--- config.mk ---
export PLATFORM = sky130hd
export DESIGN_NAME = port_pin_function_select
export DESIGN_NICKNAME = d
export VERILOG_FILES = /design/src/verilog/pin_select_pkg.sv /design/src/verilog/port_pin_function_select.sv
export SDC_FILE = /design/constraint.sdc
export NUM_CORES = 1
export LEC_CHECK = 0
export BUFFER_PORTS_ARGS = -buffer_cell sky130_fd_sc_hd__buf_2
export CAP_MARGIN = 40
export CORE_MARGIN = 2
export CORE_UTILIZATION = 33
export DETAILED_ROUTE_END_ITERATION = 10
export PLACE_DENSITY = 0.69
export SYNTH_ARGS = -nofsm -noshare
export SYNTH_HDL_FRONTEND = slang
export SYNTH_SLANG_ARGS = --single-unit
--- constraint.sdc ---
create_clock -name clk -period 2.4 [get_ports clk]
set_clock_uncertainty 0.05 [all_clocks]
set_input_delay 0.36 -clock clk [delete_from_list [all_inputs] [get_ports clk]]
set_output_delay 0.36 -clock clk [all_outputs]
set_load 0.02 [all_outputs]
--- src/verilog/pin_select_pkg.sv ---
package pin_select_pkg;
  // register indices on the plain port (word addresses)
  localparam logic [3:0] port_b_low_function_select_addr = 4'h0;
  localparam logic [3:0] port_b_high_control_one_addr = 4'h1;
  localparam logic [3:0] port_e_low_control_one_addr = 4'h2;
  localparam logic [3:0] port_a_low_pin_levels_addr = 4'h3;
  // field positions (low bit of each mode field; three bits wide, except the two-bit pe0 field)
  localparam int pb_pin2_mode_lsb = 8;
  localparam int pb_pin1_mode_lsb = 4;
  localparam int pe_pin3_mode_lsb = 12;
  localparam int pe_pin2_mode_lsb = 8;
  localparam int pe_pin1_mode_lsb = 4;
  localparam int pe_pin0_mode_lsb = 0;
  // writable masks, port a level read mask and control reset value
  localparam logic [15:0] port_b_low_write_mask = 16'h0770;
  localparam logic [15:0] port_e_low_write_mask = 16'h7773;
  localparam logic [15:0] port_a_level_mask = 16'h03db;
  localparam logic [15:0] control_reset_value = 16'h0000;
  // mode codes
  localparam logic [2:0] mode_port = 3'h0;
  localparam logic [2:0] mode_irq = 3'h1;
  localparam logic [2:0] mode_disable = 3'h2;
  localparam logic [2:0] mode_capture = 3'h3;
  localparam logic [2:0] mode_timer = 3'h1;
  localparam logic [2:0] mode_serial = 3'h6;
endpackage : pin_select_pkg

--- src/verilog/port_pin_function_select.sv ---
`timescale 1ns/1ps
module port_pin_function_select
  import pin_select_pkg::*;
(
  input wire logic clk,
  input wire logic reset_n,
  input wire logic [3:0] address,
  input wire logic [15:0] write_data,
  input wire logic write_strobe,
  input wire logic read_strobe,
  output logic [15:0] read_data,
  // port a pin levels
  input wire logic [15:0] port_a_pins,
  // port b pin 2
  input wire logic pb2_pin_in,
  input wire logic pb2_port_out,
  input wire logic pb2_port_drive,
  output logic pb2_pin_out,
  output logic pb2_pin_oe_n,
  output logic external_interrupt_zero_input,
  output logic output_disable_input_zero,
  // port b pin 1
  input wire logic pb1_pin_in,
  input wire logic pb1_port_out,
  input wire logic pb1_port_drive,
  output logic pb1_pin_out,
  output logic pb1_pin_oe_n,
  output logic timer5_w_capture_input,
  // port e pin 3
  input wire logic pe3_pin_in,
  input wire logic pe3_port_out,
  input wire logic pe3_port_drive,
  input wire logic timer0_d_out,
  input wire logic timer0_d_drive,
  input wire logic serial0_clock_out,
  input wire logic serial0_clock_drive,
  output logic pe3_pin_out,
  output logic pe3_pin_oe_n,
  output logic timer0_d_in,
  output logic serial0_clock_in,
  // port e pin 2
  input wire logic pe2_pin_in,
  input wire logic pe2_port_out,
  input wire logic pe2_port_drive,
  input wire logic timer0_c_out,
  input wire logic timer0_c_drive,
  input wire logic serial0_transmit_out,
  output logic pe2_pin_out,
  output logic pe2_pin_oe_n,
  output logic timer0_c_in,
  // port e pin 1
  input wire logic pe1_pin_in,
  input wire logic pe1_port_out,
  input wire logic pe1_port_drive,
  input wire logic timer0_b_out,
  input wire logic timer0_b_drive,
  output logic pe1_pin_out,
  output logic pe1_pin_oe_n,
  output logic timer0_b_in,
  output logic serial0_receive_in,
  // pin levels seen by the port logic
  output logic [4:0] port_pin_levels,
  // pe0 mode field is stored only; its routing lives outside this block
  output logic [1:0] pe_pin0_mode
);

  logic [15:0] port_b_low_function_select;
  logic [15:0] port_e_low_control_one;
  logic [15:0] next_read_data;

  wire logic write_b_low = write_strobe && address == port_b_low_function_select_addr;
  wire logic write_e_low = write_strobe && address == port_e_low_control_one_addr;

  // masking at write time keeps reserved bits zero in storage
  always_ff @(posedge clk) begin
    if (!reset_n) begin
      port_b_low_function_select <= control_reset_value;
      port_e_low_control_one <= control_reset_value;
    end else begin
      if (write_b_low) begin
        port_b_low_function_select <= write_data & port_b_low_write_mask;
      end
      if (write_e_low) begin
        port_e_low_control_one <= write_data & port_e_low_write_mask;
      end
    end
  end

  // read mux; unmapped addresses and the high port b register read zero
  always_comb begin
    case (address)
      port_b_low_function_select_addr: next_read_data = port_b_low_function_select;
      port_b_high_control_one_addr: next_read_data = 16'h0000;
      port_e_low_control_one_addr: next_read_data = port_e_low_control_one;
      port_a_low_pin_levels_addr: next_read_data = port_a_pins & port_a_level_mask;
      default: next_read_data = 16'h0000;
    endcase
  end

  always_ff @(posedge clk) begin
    if (!reset_n) begin
      read_data <= 16'h0000;
    end else begin
      read_data <= read_strobe ? next_read_data : 16'h0000;
    end
  end

  // field extraction; routes come straight from registers so a change is one clean step
  wire logic [2:0] pb2_mode = port_b_low_function_select[pb_pin2_mode_lsb +: 3];
  wire logic [2:0] pb1_mode = port_b_low_function_select[pb_pin1_mode_lsb +: 3];
  wire logic [2:0] pe3_mode = port_e_low_control_one[pe_pin3_mode_lsb +: 3];
  wire logic [2:0] pe2_mode = port_e_low_control_one[pe_pin2_mode_lsb +: 3];
  wire logic [2:0] pe1_mode = port_e_low_control_one[pe_pin1_mode_lsb +: 3];

  // prohibited codes fall back to port behaviour, which is the safest pin state
  wire logic pb2_is_irq = pb2_mode == mode_irq;
  wire logic pb2_is_poe = pb2_mode == mode_disable;
  wire logic pb1_is_cap = pb1_mode == mode_capture;
  wire logic pe3_is_tmr = pe3_mode == mode_timer;
  wire logic pe3_is_sci = pe3_mode == mode_serial;
  wire logic pe2_is_tmr = pe2_mode == mode_timer;
  wire logic pe2_is_sci = pe2_mode == mode_serial;
  wire logic pe1_is_tmr = pe1_mode == mode_timer;
  wire logic pe1_is_sci = pe1_mode == mode_serial;

  // port b pin 2: both alternates are inputs
  assign external_interrupt_zero_input = pb2_is_irq ? pb2_pin_in : 1'b1;
  assign output_disable_input_zero = pb2_is_poe ? pb2_pin_in : 1'b1;
  assign pb2_pin_out = pb2_port_out;
  assign pb2_pin_oe_n = !((pb2_is_irq || pb2_is_poe) ? 1'b0 : pb2_port_drive);

  // port b pin 1
  assign timer5_w_capture_input = pb1_is_cap ? pb1_pin_in : 1'b0;
  assign pb1_pin_out = pb1_port_out;
  assign pb1_pin_oe_n = !(pb1_is_cap ? 1'b0 : pb1_port_drive);

  // port e pin 3
  assign timer0_d_in = pe3_is_tmr ? pe3_pin_in : 1'b0;
  assign serial0_clock_in = pe3_is_sci ? pe3_pin_in : 1'b0;
  assign pe3_pin_out = pe3_is_tmr ? timer0_d_out : pe3_is_sci ? serial0_clock_out : pe3_port_out;
  assign pe3_pin_oe_n = !(pe3_is_tmr ? timer0_d_drive : pe3_is_sci ? serial0_clock_drive : pe3_port_drive);

  // port e pin 2: serial transmit always drives
  assign timer0_c_in = pe2_is_tmr ? pe2_pin_in : 1'b0;
  assign pe2_pin_out = pe2_is_tmr ? timer0_c_out : pe2_is_sci ? serial0_transmit_out : pe2_port_out;
  assign pe2_pin_oe_n = !(pe2_is_tmr ? timer0_c_drive : pe2_is_sci ? 1'b1 : pe2_port_drive);

  // port e pin 1: serial receive idles high when not routed
  assign timer0_b_in = pe1_is_tmr ? pe1_pin_in : 1'b0;
  assign serial0_receive_in = pe1_is_sci ? pe1_pin_in : 1'b1;
  assign pe1_pin_out = pe1_is_tmr ? timer0_b_out : pe1_port_out;
  assign pe1_pin_oe_n = !(pe1_is_tmr ? timer0_b_drive : pe1_is_sci ? 1'b0 : pe1_port_drive);

  assign port_pin_levels = {pe3_pin_in, pe2_pin_in, pe1_pin_in, pb2_pin_in, pb1_pin_in};
  assign pe_pin0_mode = port_e_low_control_one[pe_pin0_mode_lsb +: 2];

  // assertions
  a_pb_mode_reset: assert property (@(posedge clk) !reset_n |=> port_b_low_function_select == 16'h0000)
    else $error("port b mode register not cleared by reset");
  a_pe_reserved_zero: assert property (@(posedge clk) disable iff (!reset_n)
    (port_e_low_control_one & ~port_e_low_write_mask) == 16'h0000)
    else $error("reserved port e bits not zero");
  a_pb_reserved_zero: assert property (@(posedge clk) disable iff (!reset_n)
    read_strobe && address == port_b_low_function_select_addr |=> (read_data & ~port_b_low_write_mask) == 16'h0000)
    else $error("reserved port b bits read nonzero");
  a_high_reads_zero: assert property (@(posedge clk) disable iff (!reset_n)
    read_strobe && address == port_b_high_control_one_addr |=> read_data == 16'h0000)
    else $error("high port b register read nonzero");
  a_levels_live: assert property (@(posedge clk) disable iff (!reset_n)
    read_strobe && address == port_a_low_pin_levels_addr
    |=> read_data == ($past(port_a_pins) & port_a_level_mask))
    else $error("port a levels not the pin state");
  a_levels_ro: assert property (@(posedge clk) disable iff (!reset_n)
    write_strobe && address == port_a_low_pin_levels_addr |=> $stable(port_e_low_control_one)
    && $stable(port_b_low_function_select))
    else $error("write to level register changed state");
  a_irq_route: assert property (@(posedge clk) disable iff (!reset_n)
    write_b_low && write_data[10:8] == 3'h1 |=> external_interrupt_zero_input == pb2_pin_in && pb2_pin_oe_n)
    else $error("interrupt input not routed a cycle after write");
  a_capture_route: assert property (@(posedge clk) disable iff (!reset_n)
    write_b_low && write_data[6:4] == 3'h3 |=> timer5_w_capture_input == pb1_pin_in)
    else $error("capture input not routed");
  a_sck_route: assert property (@(posedge clk) disable iff (!reset_n)
    write_e_low && write_data[14:12] == 3'h6 |=> pe3_pin_out == serial0_clock_out)
    else $error("serial clock not routed");
  a_txd_route: assert property (@(posedge clk) disable iff (!reset_n)
    write_e_low && write_data[10:8] == 3'h6 |=> pe2_pin_out == serial0_transmit_out && !pe2_pin_oe_n)
    else $error("transmit not driving pin");
  a_rxd_route: assert property (@(posedge clk) disable iff (!reset_n)
    write_e_low && write_data[6:4] == 3'h6 |=> serial0_receive_in == pe1_pin_in && pe1_pin_oe_n)
    else $error("receive not routed");
  a_mode_hold: assert property (@(posedge clk) disable iff (!reset_n)
    !write_e_low |=> $stable(port_e_low_control_one))
    else $error("port e modes changed without a write");

  a_irq_idle: assert property (@(posedge clk) disable iff (!reset_n)
    !pb2_is_irq |-> external_interrupt_zero_input)
    else $error("interrupt input not idle high");

  a_irq_pass: assert property (@(posedge clk) disable iff (!reset_n)
    pb2_is_irq |-> external_interrupt_zero_input == pb2_pin_in)
    else $error("interrupt input not following pin");

  a_poe_idle: assert property (@(posedge clk) disable iff (!reset_n)
    !pb2_is_poe |-> output_disable_input_zero)
    else $error("disable input not idle high");

  a_poe_pass: assert property (@(posedge clk) disable iff (!reset_n)
    pb2_is_poe |-> output_disable_input_zero == pb2_pin_in)
    else $error("disable input not following pin");

  a_pb2_alt_input: assert property (@(posedge clk) disable iff (!reset_n)
    pb2_is_irq || pb2_is_poe |-> pb2_pin_oe_n)
    else $error("pb2 driven while an input function");

  a_pb2_port_drive: assert property (@(posedge clk) disable iff (!reset_n)
    pb2_mode == mode_port |-> pb2_pin_oe_n == !pb2_port_drive)
    else $error("pb2 port drive not passed");

  a_pb2_port_data: assert property (@(posedge clk) disable iff (!reset_n)
    pb2_pin_out == pb2_port_out)
    else $error("pb2 port data not passed");

  a_cap_idle: assert property (@(posedge clk) disable iff (!reset_n)
    !pb1_is_cap |-> !timer5_w_capture_input)
    else $error("capture input not idle low");

  a_cap_pass: assert property (@(posedge clk) disable iff (!reset_n)
    pb1_is_cap |-> timer5_w_capture_input == pb1_pin_in)
    else $error("capture input not following pin");

  a_cap_input: assert property (@(posedge clk) disable iff (!reset_n)
    pb1_is_cap |-> pb1_pin_oe_n)
    else $error("pb1 driven while capture input");

  a_pb1_port_drive: assert property (@(posedge clk) disable iff (!reset_n)
    pb1_mode == mode_port |-> pb1_pin_oe_n == !pb1_port_drive)
    else $error("pb1 port drive not passed");

  a_pb1_port_data: assert property (@(posedge clk) disable iff (!reset_n)
    pb1_pin_out == pb1_port_out)
    else $error("pb1 port data not passed");

  a_pe3_port: assert property (@(posedge clk) disable iff (!reset_n)
    pe3_mode == mode_port |-> pe3_pin_out == pe3_port_out && pe3_pin_oe_n == !pe3_port_drive)
    else $error("pe3 port mode wrong");

  a_pe3_timer: assert property (@(posedge clk) disable iff (!reset_n)
    pe3_is_tmr |-> pe3_pin_out == timer0_d_out && pe3_pin_oe_n == !timer0_d_drive && timer0_d_in == pe3_pin_in)
    else $error("pe3 timer mode wrong");

  a_pe3_serial: assert property (@(posedge clk) disable iff (!reset_n)
    pe3_is_sci |-> pe3_pin_oe_n == !serial0_clock_drive && serial0_clock_in == pe3_pin_in)
    else $error("pe3 serial clock mode wrong");

  a_pe3_timer_idle: assert property (@(posedge clk) disable iff (!reset_n)
    !pe3_is_tmr |-> !timer0_d_in)
    else $error("timer d input not idle low");

  a_pe3_serial_idle: assert property (@(posedge clk) disable iff (!reset_n)
    !pe3_is_sci |-> !serial0_clock_in)
    else $error("serial clock input not idle low");

  a_pe_mode_reset: assert property (@(posedge clk)
    !reset_n |=> port_e_low_control_one == control_reset_value)
    else $error("port e mode register not cleared by reset");

  a_pe2_port: assert property (@(posedge clk) disable iff (!reset_n)
    pe2_mode == mode_port |-> pe2_pin_out == pe2_port_out && pe2_pin_oe_n == !pe2_port_drive)
    else $error("pe2 port mode wrong");

  a_pe2_timer: assert property (@(posedge clk) disable iff (!reset_n)
    pe2_is_tmr |-> pe2_pin_out == timer0_c_out && pe2_pin_oe_n == !timer0_c_drive && timer0_c_in == pe2_pin_in)
    else $error("pe2 timer mode wrong");

  a_pe2_timer_idle: assert property (@(posedge clk) disable iff (!reset_n)
    !pe2_is_tmr |-> !timer0_c_in)
    else $error("timer c input not idle low");

  a_pe1_port: assert property (@(posedge clk) disable iff (!reset_n)
    pe1_mode == mode_port |-> pe1_pin_out == pe1_port_out && pe1_pin_oe_n == !pe1_port_drive)
    else $error("pe1 port mode wrong");

  a_pe1_timer: assert property (@(posedge clk) disable iff (!reset_n)
    pe1_is_tmr |-> pe1_pin_out == timer0_b_out && pe1_pin_oe_n == !timer0_b_drive && timer0_b_in == pe1_pin_in)
    else $error("pe1 timer mode wrong");

  a_pe1_serial: assert property (@(posedge clk) disable iff (!reset_n)
    pe1_is_sci |-> pe1_pin_oe_n && pe1_pin_out == pe1_port_out)
    else $error("pe1 driven while receive input");

  a_pe1_timer_idle: assert property (@(posedge clk) disable iff (!reset_n)
    !pe1_is_tmr |-> !timer0_b_in)
    else $error("timer b input not idle low");

  a_rx_idle: assert property (@(posedge clk) disable iff (!reset_n)
    !pe1_is_sci |-> serial0_receive_in)
    else $error("receive input not idle high");

  a_pb_mode_hold: assert property (@(posedge clk) disable iff (!reset_n)
    !write_b_low |=> $stable(port_b_low_function_select))
    else $error("port b modes changed without a write");

  a_pb_write_lands: assert property (@(posedge clk) disable iff (!reset_n)
    write_b_low |=> port_b_low_function_select == ($past(write_data) & port_b_low_write_mask))
    else $error("port b write not applied next cycle");

  a_pe_write_lands: assert property (@(posedge clk) disable iff (!reset_n)
    write_e_low |=> port_e_low_control_one == ($past(write_data) & port_e_low_write_mask))
    else $error("port e write not applied next cycle");

  a_read_idle: assert property (@(posedge clk) disable iff (!reset_n)
    !read_strobe |=> read_data == 16'h0000)
    else $error("read data not zero outside a read");

  a_pb_readback: assert property (@(posedge clk) disable iff (!reset_n)
    read_strobe && address == port_b_low_function_select_addr |=> read_data == $past(port_b_low_function_select))
    else $error("port b register read back wrong");

  a_pe_readback: assert property (@(posedge clk) disable iff (!reset_n)
    read_strobe && address == port_e_low_control_one_addr |=> read_data == $past(port_e_low_control_one))
    else $error("port e register read back wrong");

  a_unmapped_zero: assert property (@(posedge clk) disable iff (!reset_n)
    read_strobe && address > port_a_low_pin_levels_addr |=> read_data == 16'h0000)
    else $error("unmapped read nonzero");

  a_pb_store_zero: assert property (@(posedge clk) disable iff (!reset_n)
    (port_b_low_function_select & ~port_b_low_write_mask) == 16'h0000)
    else $error("reserved port b bits stored nonzero");

  a_levels_reserved: assert property (@(posedge clk) disable iff (!reset_n)
    read_strobe && address == port_a_low_pin_levels_addr |=> (read_data & ~port_a_level_mask) == 16'h0000)
    else $error("reserved level bits read nonzero");

endmodule : port_pin_function_select

# After elaboration in Yosys (flattened, before gate mapping)
# Index checks and enable logic that the tools add are counted.
classes:
  eq_ne: 11
  mux: 22
  reduce_logical: 10
ops:
  columns: ["cell", "n"]
  rows:
  - ["$pmux 15 s3", 1]
  - ["$mux 1", 21]
  - ["$eq 3x1->1 const B", 4]
  - ["$eq 3x3->1 const B", 3]
  - ["$eq 4x2->1 const B", 2]
  - ["$eq 3x2->1 const B", 2]
  - ["$logic_not 1->1", 5]
  - ["$logic_not 4->1", 1]
  - ["$logic_and 1x1->1", 2]
  - ["$reduce_and 2->1", 1]
  - ["$logic_or 1x1->1", 1]
totals:
  reg_bits: 33
  input_bits: 64
  elab_cells: 46

# Depth between registers and ports, before layout
logic_depth:
  word_depth: 4
  ltp_mapped: 5
  ltp_nobuf: 3

# Worst setup path after synthesis
# Ideal clock, no wire load.
synth_timing:
  path_type: "register to output"
  start: "register port_e_low_control_one[14]"
  end: "output port pe3_pin_out"
  t_arrival_ps: 1214
  required_ps: 1990
  slack_ps: 776
  stages_incl_launch_ff: 4
  n_path_buf: 1
  cell_sequence: "dfxtp_1 -> buf_2 -> o31ai_1 -> a221oi_1"
synth_via:
  elab_chain_len: 3
  word_cells_on_any_way: 4
  cone_classes: "eq/ne (2); mux (2)"
synth_lines:
  columns: ["item", "line", "rtl"]
  rows:
  - ["start, declared", "port_pin_function_select.sv:68", "logic [15:0] port_e_low_control_one;"]
  - ["start signal, assigned", "port_pin_function_select.sv:78", "port_e_low_control_one <= control_reset_value;"]
  - ["start signal, assigned", "port_pin_function_select.sv:84", "port_e_low_control_one <= write_data & port_e_low_write_mask;"]
  - ["$eq 3x3->1", "port_pin_function_select.sv:120", "wire logic pe3_is_sci = pe3_mode == mode_serial;"]
  - ["$mux 1", "port_pin_function_select.sv:140", "assign pe3_pin_out = pe3_is_tmr ? timer0_d_out : pe3_is_sci ? serial0_clock_out : pe3_port_out;"]
  - ["$mux 1 (*)", "port_pin_function_select.sv:140", null]
  - ["end, declared", "port_pin_function_select.sv:37", "output logic pe3_pin_out,"]
# Every way passes the cells marked *; elsewhere a longest branch is shown, timed or not.

# Worst setup path in the final report
# Same ends and word-level chain as after synthesis.

==> impl_metrics.py <==
metrics = {
    "run_status": {
        "outcome": "finished, final reports clean",
    },
    "timing": {
        "slew_headroom_pct": 60.5,
        "fin_crit_ns": 1.84,
        "max_slew.worst_pin.slew_ns": 0.585,
        "max_freq_mhz": 543,
        "period_share_pct": 76.8,
        "layout_setup_ws_ns": 0.558,
        "setup_viol": 0,
        "final_hold_viol_count": 0,
        "grt_setup_unrepaired": "no",
        "slew_violations": 0,
        "tns_ns": 0,
    },
    "placed_design": {
        "portBuffers": 84,
        "gp_congestion": 0.752,
        "place_ws_ns": 0.799,
        "hpwl_microns": 2760,
    },
    "yosys": {
        "synth.area.top_cells": "dfxtp_1, mux2i_1, nand2_1",
        "synth_area_sq_um": 1540,
        "synth_top_cell_area_share_pct": 39.1,
        "ys_seq_area_share_pct": 39.1,
        "synth_cells": 173,
        "ys_ff_latch": 30,
        "yosysWarnings": 0,
        "ys.flop_type": "dfxtp_1",
        "synth_edf_count": 0,
        "syn_avg_cell_area_sq_um": 8.89,
        "async_flop_share_pct": 0,
        "synth_area_leader_cell": "dfxtp_1",
        "synth.distinct_cells": 39,
    },
    "setup_path": {
        "worst-path-max-fanout": 12,
        "critPathKind": "reg -> out",
        "crit_chain": "o31ai_1, a221oi_1, buf_2",
        "reg2reg_depth": 2,
        "required_ns": 1.99,
        "cp.arrival_ns": 1.43,
        "max_stage_delay_ns": 0.51,
        "worstSetupStartpointType": "register",
        "cp-end-kind": "output pin",
        "crit_path_top_delay_cell": "dfxtp_1",
    },
    "pwr": {
        "netSwitchingPower_mw": 0.251,
        "ir_drop_uv": 262,
        "power_density_nw_per_um2": 570,
        "cellLeakagePower_nw": 0.953,
        "p_int_mw": 0.897,
        "clkPwrFrac_pct": 43.8,
        "p_sw_share_pct": 21.9,
        "combPwrFrac_pct": 12.0,
        "pwr-share-seq_pct": 44.2,
    },
    "clock_network": {
        "cts_num_sinks": 30,
        "cts_root_buffer": "clkbuf_8",
        "htreeDepth": 2,
        "clkLatencyLatePin_ns": 0.27,
        "path_clk_slew_ns": 0.06,
        "ctsHoldBuffers": 0,
        "cts_tree": "built",
        "ctsResizeCount": 0,
        "post-cts-setup-buffer-count": 0,
        "cts_inserted_buffers": 5,
        "clockBufferDepth": 2,
    },
    "die": {
        "initial_core_util_pct": 34.8,
        "coreArea_sq_um": 4410,
        "fp.dieH_microns": 72.3,
        "fp-row-count": 24,
        "ios": 105,
        "die_area_sq_um": 5220,
        "die_x_microns": 72.3,
    },
    "global_route": {
        "grtUsageTotal_pct": 13.5,
        "overflow": 0,
        "grt_pass1_vias": 1216,
        "grt_max_degree": 29,
        "antenna_found_initial": 0,
        "grt_pass1_wl_microns": 5410,
    },
    "final_layout": {
        "fillers": 447,
        "diodes": 0,
        "drive_above_1_share_pct": 40.9,
        "fin_nets": 311,
        "final_util_pct": 45.6,
        "synthToLayoutAreaGrowth_pct": 30.9,
    },
    "drt": {
        "drt_iter0_markers": 81,
        "vias": 1402,
        "wl_microns": 3550,
        "drc_errors": 0,
        "drt.antenna.violating_nets": 0,
        "firstDrtPassIters": 5,
        "wire_per_inst_microns": 11.9,
        "vias_per_cell": 4.69,
    },
    "min_path": {
        "worst_hold_path_type": "in -> reg",
        "min_path_cells": 3,
    },
    "run": {
        "cap_violations": 0,
    },
}
## state kept, by name (all words and copies together) (netlist names)
register / count
read_data: 13
port_e_low_control_one: 11
port_b_low_function_select: 6
## placed cells by master (no fill, tap or decap), drive strengths merged, types with 2 or more instances in the layout
master  instances
a221oi          2
a222oi          3
and2            4
and3            4
buf            86
clkbuf          6
conb            3
dfxtp          30
mux2            2
mux2i          22
nand2          33
nand2b          5
nand3b          2
nor2           13
nor2b           2
nor3            5
nor3b           3
o21ai           2
o22ai           2
o31ai           3
## power by group through the flow
stage	clock network [mW]	registers (mW)	logic, mW
after floorplan	0	0.518	0.0931
after global placement	0	0.519	0.137
after detailed placement	0	0.519	0.138
after CTS	0.513	0.508	0.138
after global routing	0.541	0.508	0.151
final	0.503	0.508	0.138
## synth_stat cells, types with 2 or more instances
| cell type | n |
|---|---|
| nand2_1 | 32 |
| o31ai_1 | 3 |
| o21ai_0 | 2 |
| mux2_2 | 2 |
| mux2i_1 | 22 |
| buf_2 | 5 |
| nand2b_1 | 5 |
| nor2_1 | 13 |
| a221oi_1 | 2 |
| a222oi_1 | 3 |
| and2_1 | 4 |
| nor3_1 | 5 |
| buf_4 | 14 |
| and3_1 | 2 |
| nor2b_1 | 2 |
| nor3b_2 | 2 |
| o22ai_1 | 2 |
| and3_2 | 2 |
| dfxtp_1 | 30 |
| nand3b_1 | 2 |
## cell families (layout without fill, tap and decap cells)
logic type | count (synthesis) | count (layout) | synth area share [%]
buf+inv | 22 | 94 | 9.68
flops | 30 | 30 | 39.1
mux | 24 | 24 | 15.8
xor+xnor | 1 | 1 | 0.570
compound gates | 19 | 19 | 9.60
other cells | 1 | 3 | 0.244
simple gates | 76 | 76 | 25.1
## worst paths after layout
path / from / endpoint / slack (ns)
worst max-delay path: port_e_low_control_one[14]$_SDFFE_PN0P_ / pe3_pin_out / 0.56
worst max register to register: port_e_low_control_one[8]$_SDFFE_PN0P_ / read_data[8]$_SDFF_PN0_ / 1.38
worst min register to register: port_e_low_control_one[0]$_SDFFE_PN0P_ / port_e_low_control_one[0]$_SDFFE_PN0P_ / 0.42
worst min-delay path: write_data[0] / port_e_low_control_one[0]$_SDFFE_PN0P_ / 0.28
## routing by layer
layer | GRT usage, % | vias up | routed length [microns]
li1 | - | 737 | -
met2 | 21.1 | 54 | 1660
met3 | 4.03 | 6 | 252
met1 | 17.1 | 605 | 1570
met4 | 6.29 | 0 | 64
met5 | 0 | - | 0
## through the flow
step | total power [mW] | instances | cell area, sq um | hold slack (ns)
after floorplan | 0.611 | 175 | 1550 | 0.397
after detailed placement | 0.657 | 292 | 1900 | 0.413
after global placement | 0.656 | 292 | 1900 | 0.407
after CTS | 1.16 | 299 | 2010 | 0.274
final | 1.15 | 299 | 2010 | 0.279
after global routing | 1.20 | 299 | 2010 | 0.282
## cell type report
type / count / area (sq um) / area share [%]
well taps: 52 / 65.1 / 3.23
flip-flops and latches: 30 / 601 / 29.8
clock buffers: 6 / 82.6 / 4.10
multi-input cells: 123 / 796 / 39.5
clock inverters: 1 / 30.0 / 1.49
inverters: 1 / 3.75 / 0.186
repair buffers: 86 / 435 / 21.6
## critical path: cells and delay by family, from the launching register on
| family | cells | cell delay (ns) |
|---|---|---|
| flops | 1 | 0.51 |
| compound gates | 2 | 0.44 |
| buf+inv | 1 | 0.21 |
(Power assumes the default switching activity.)
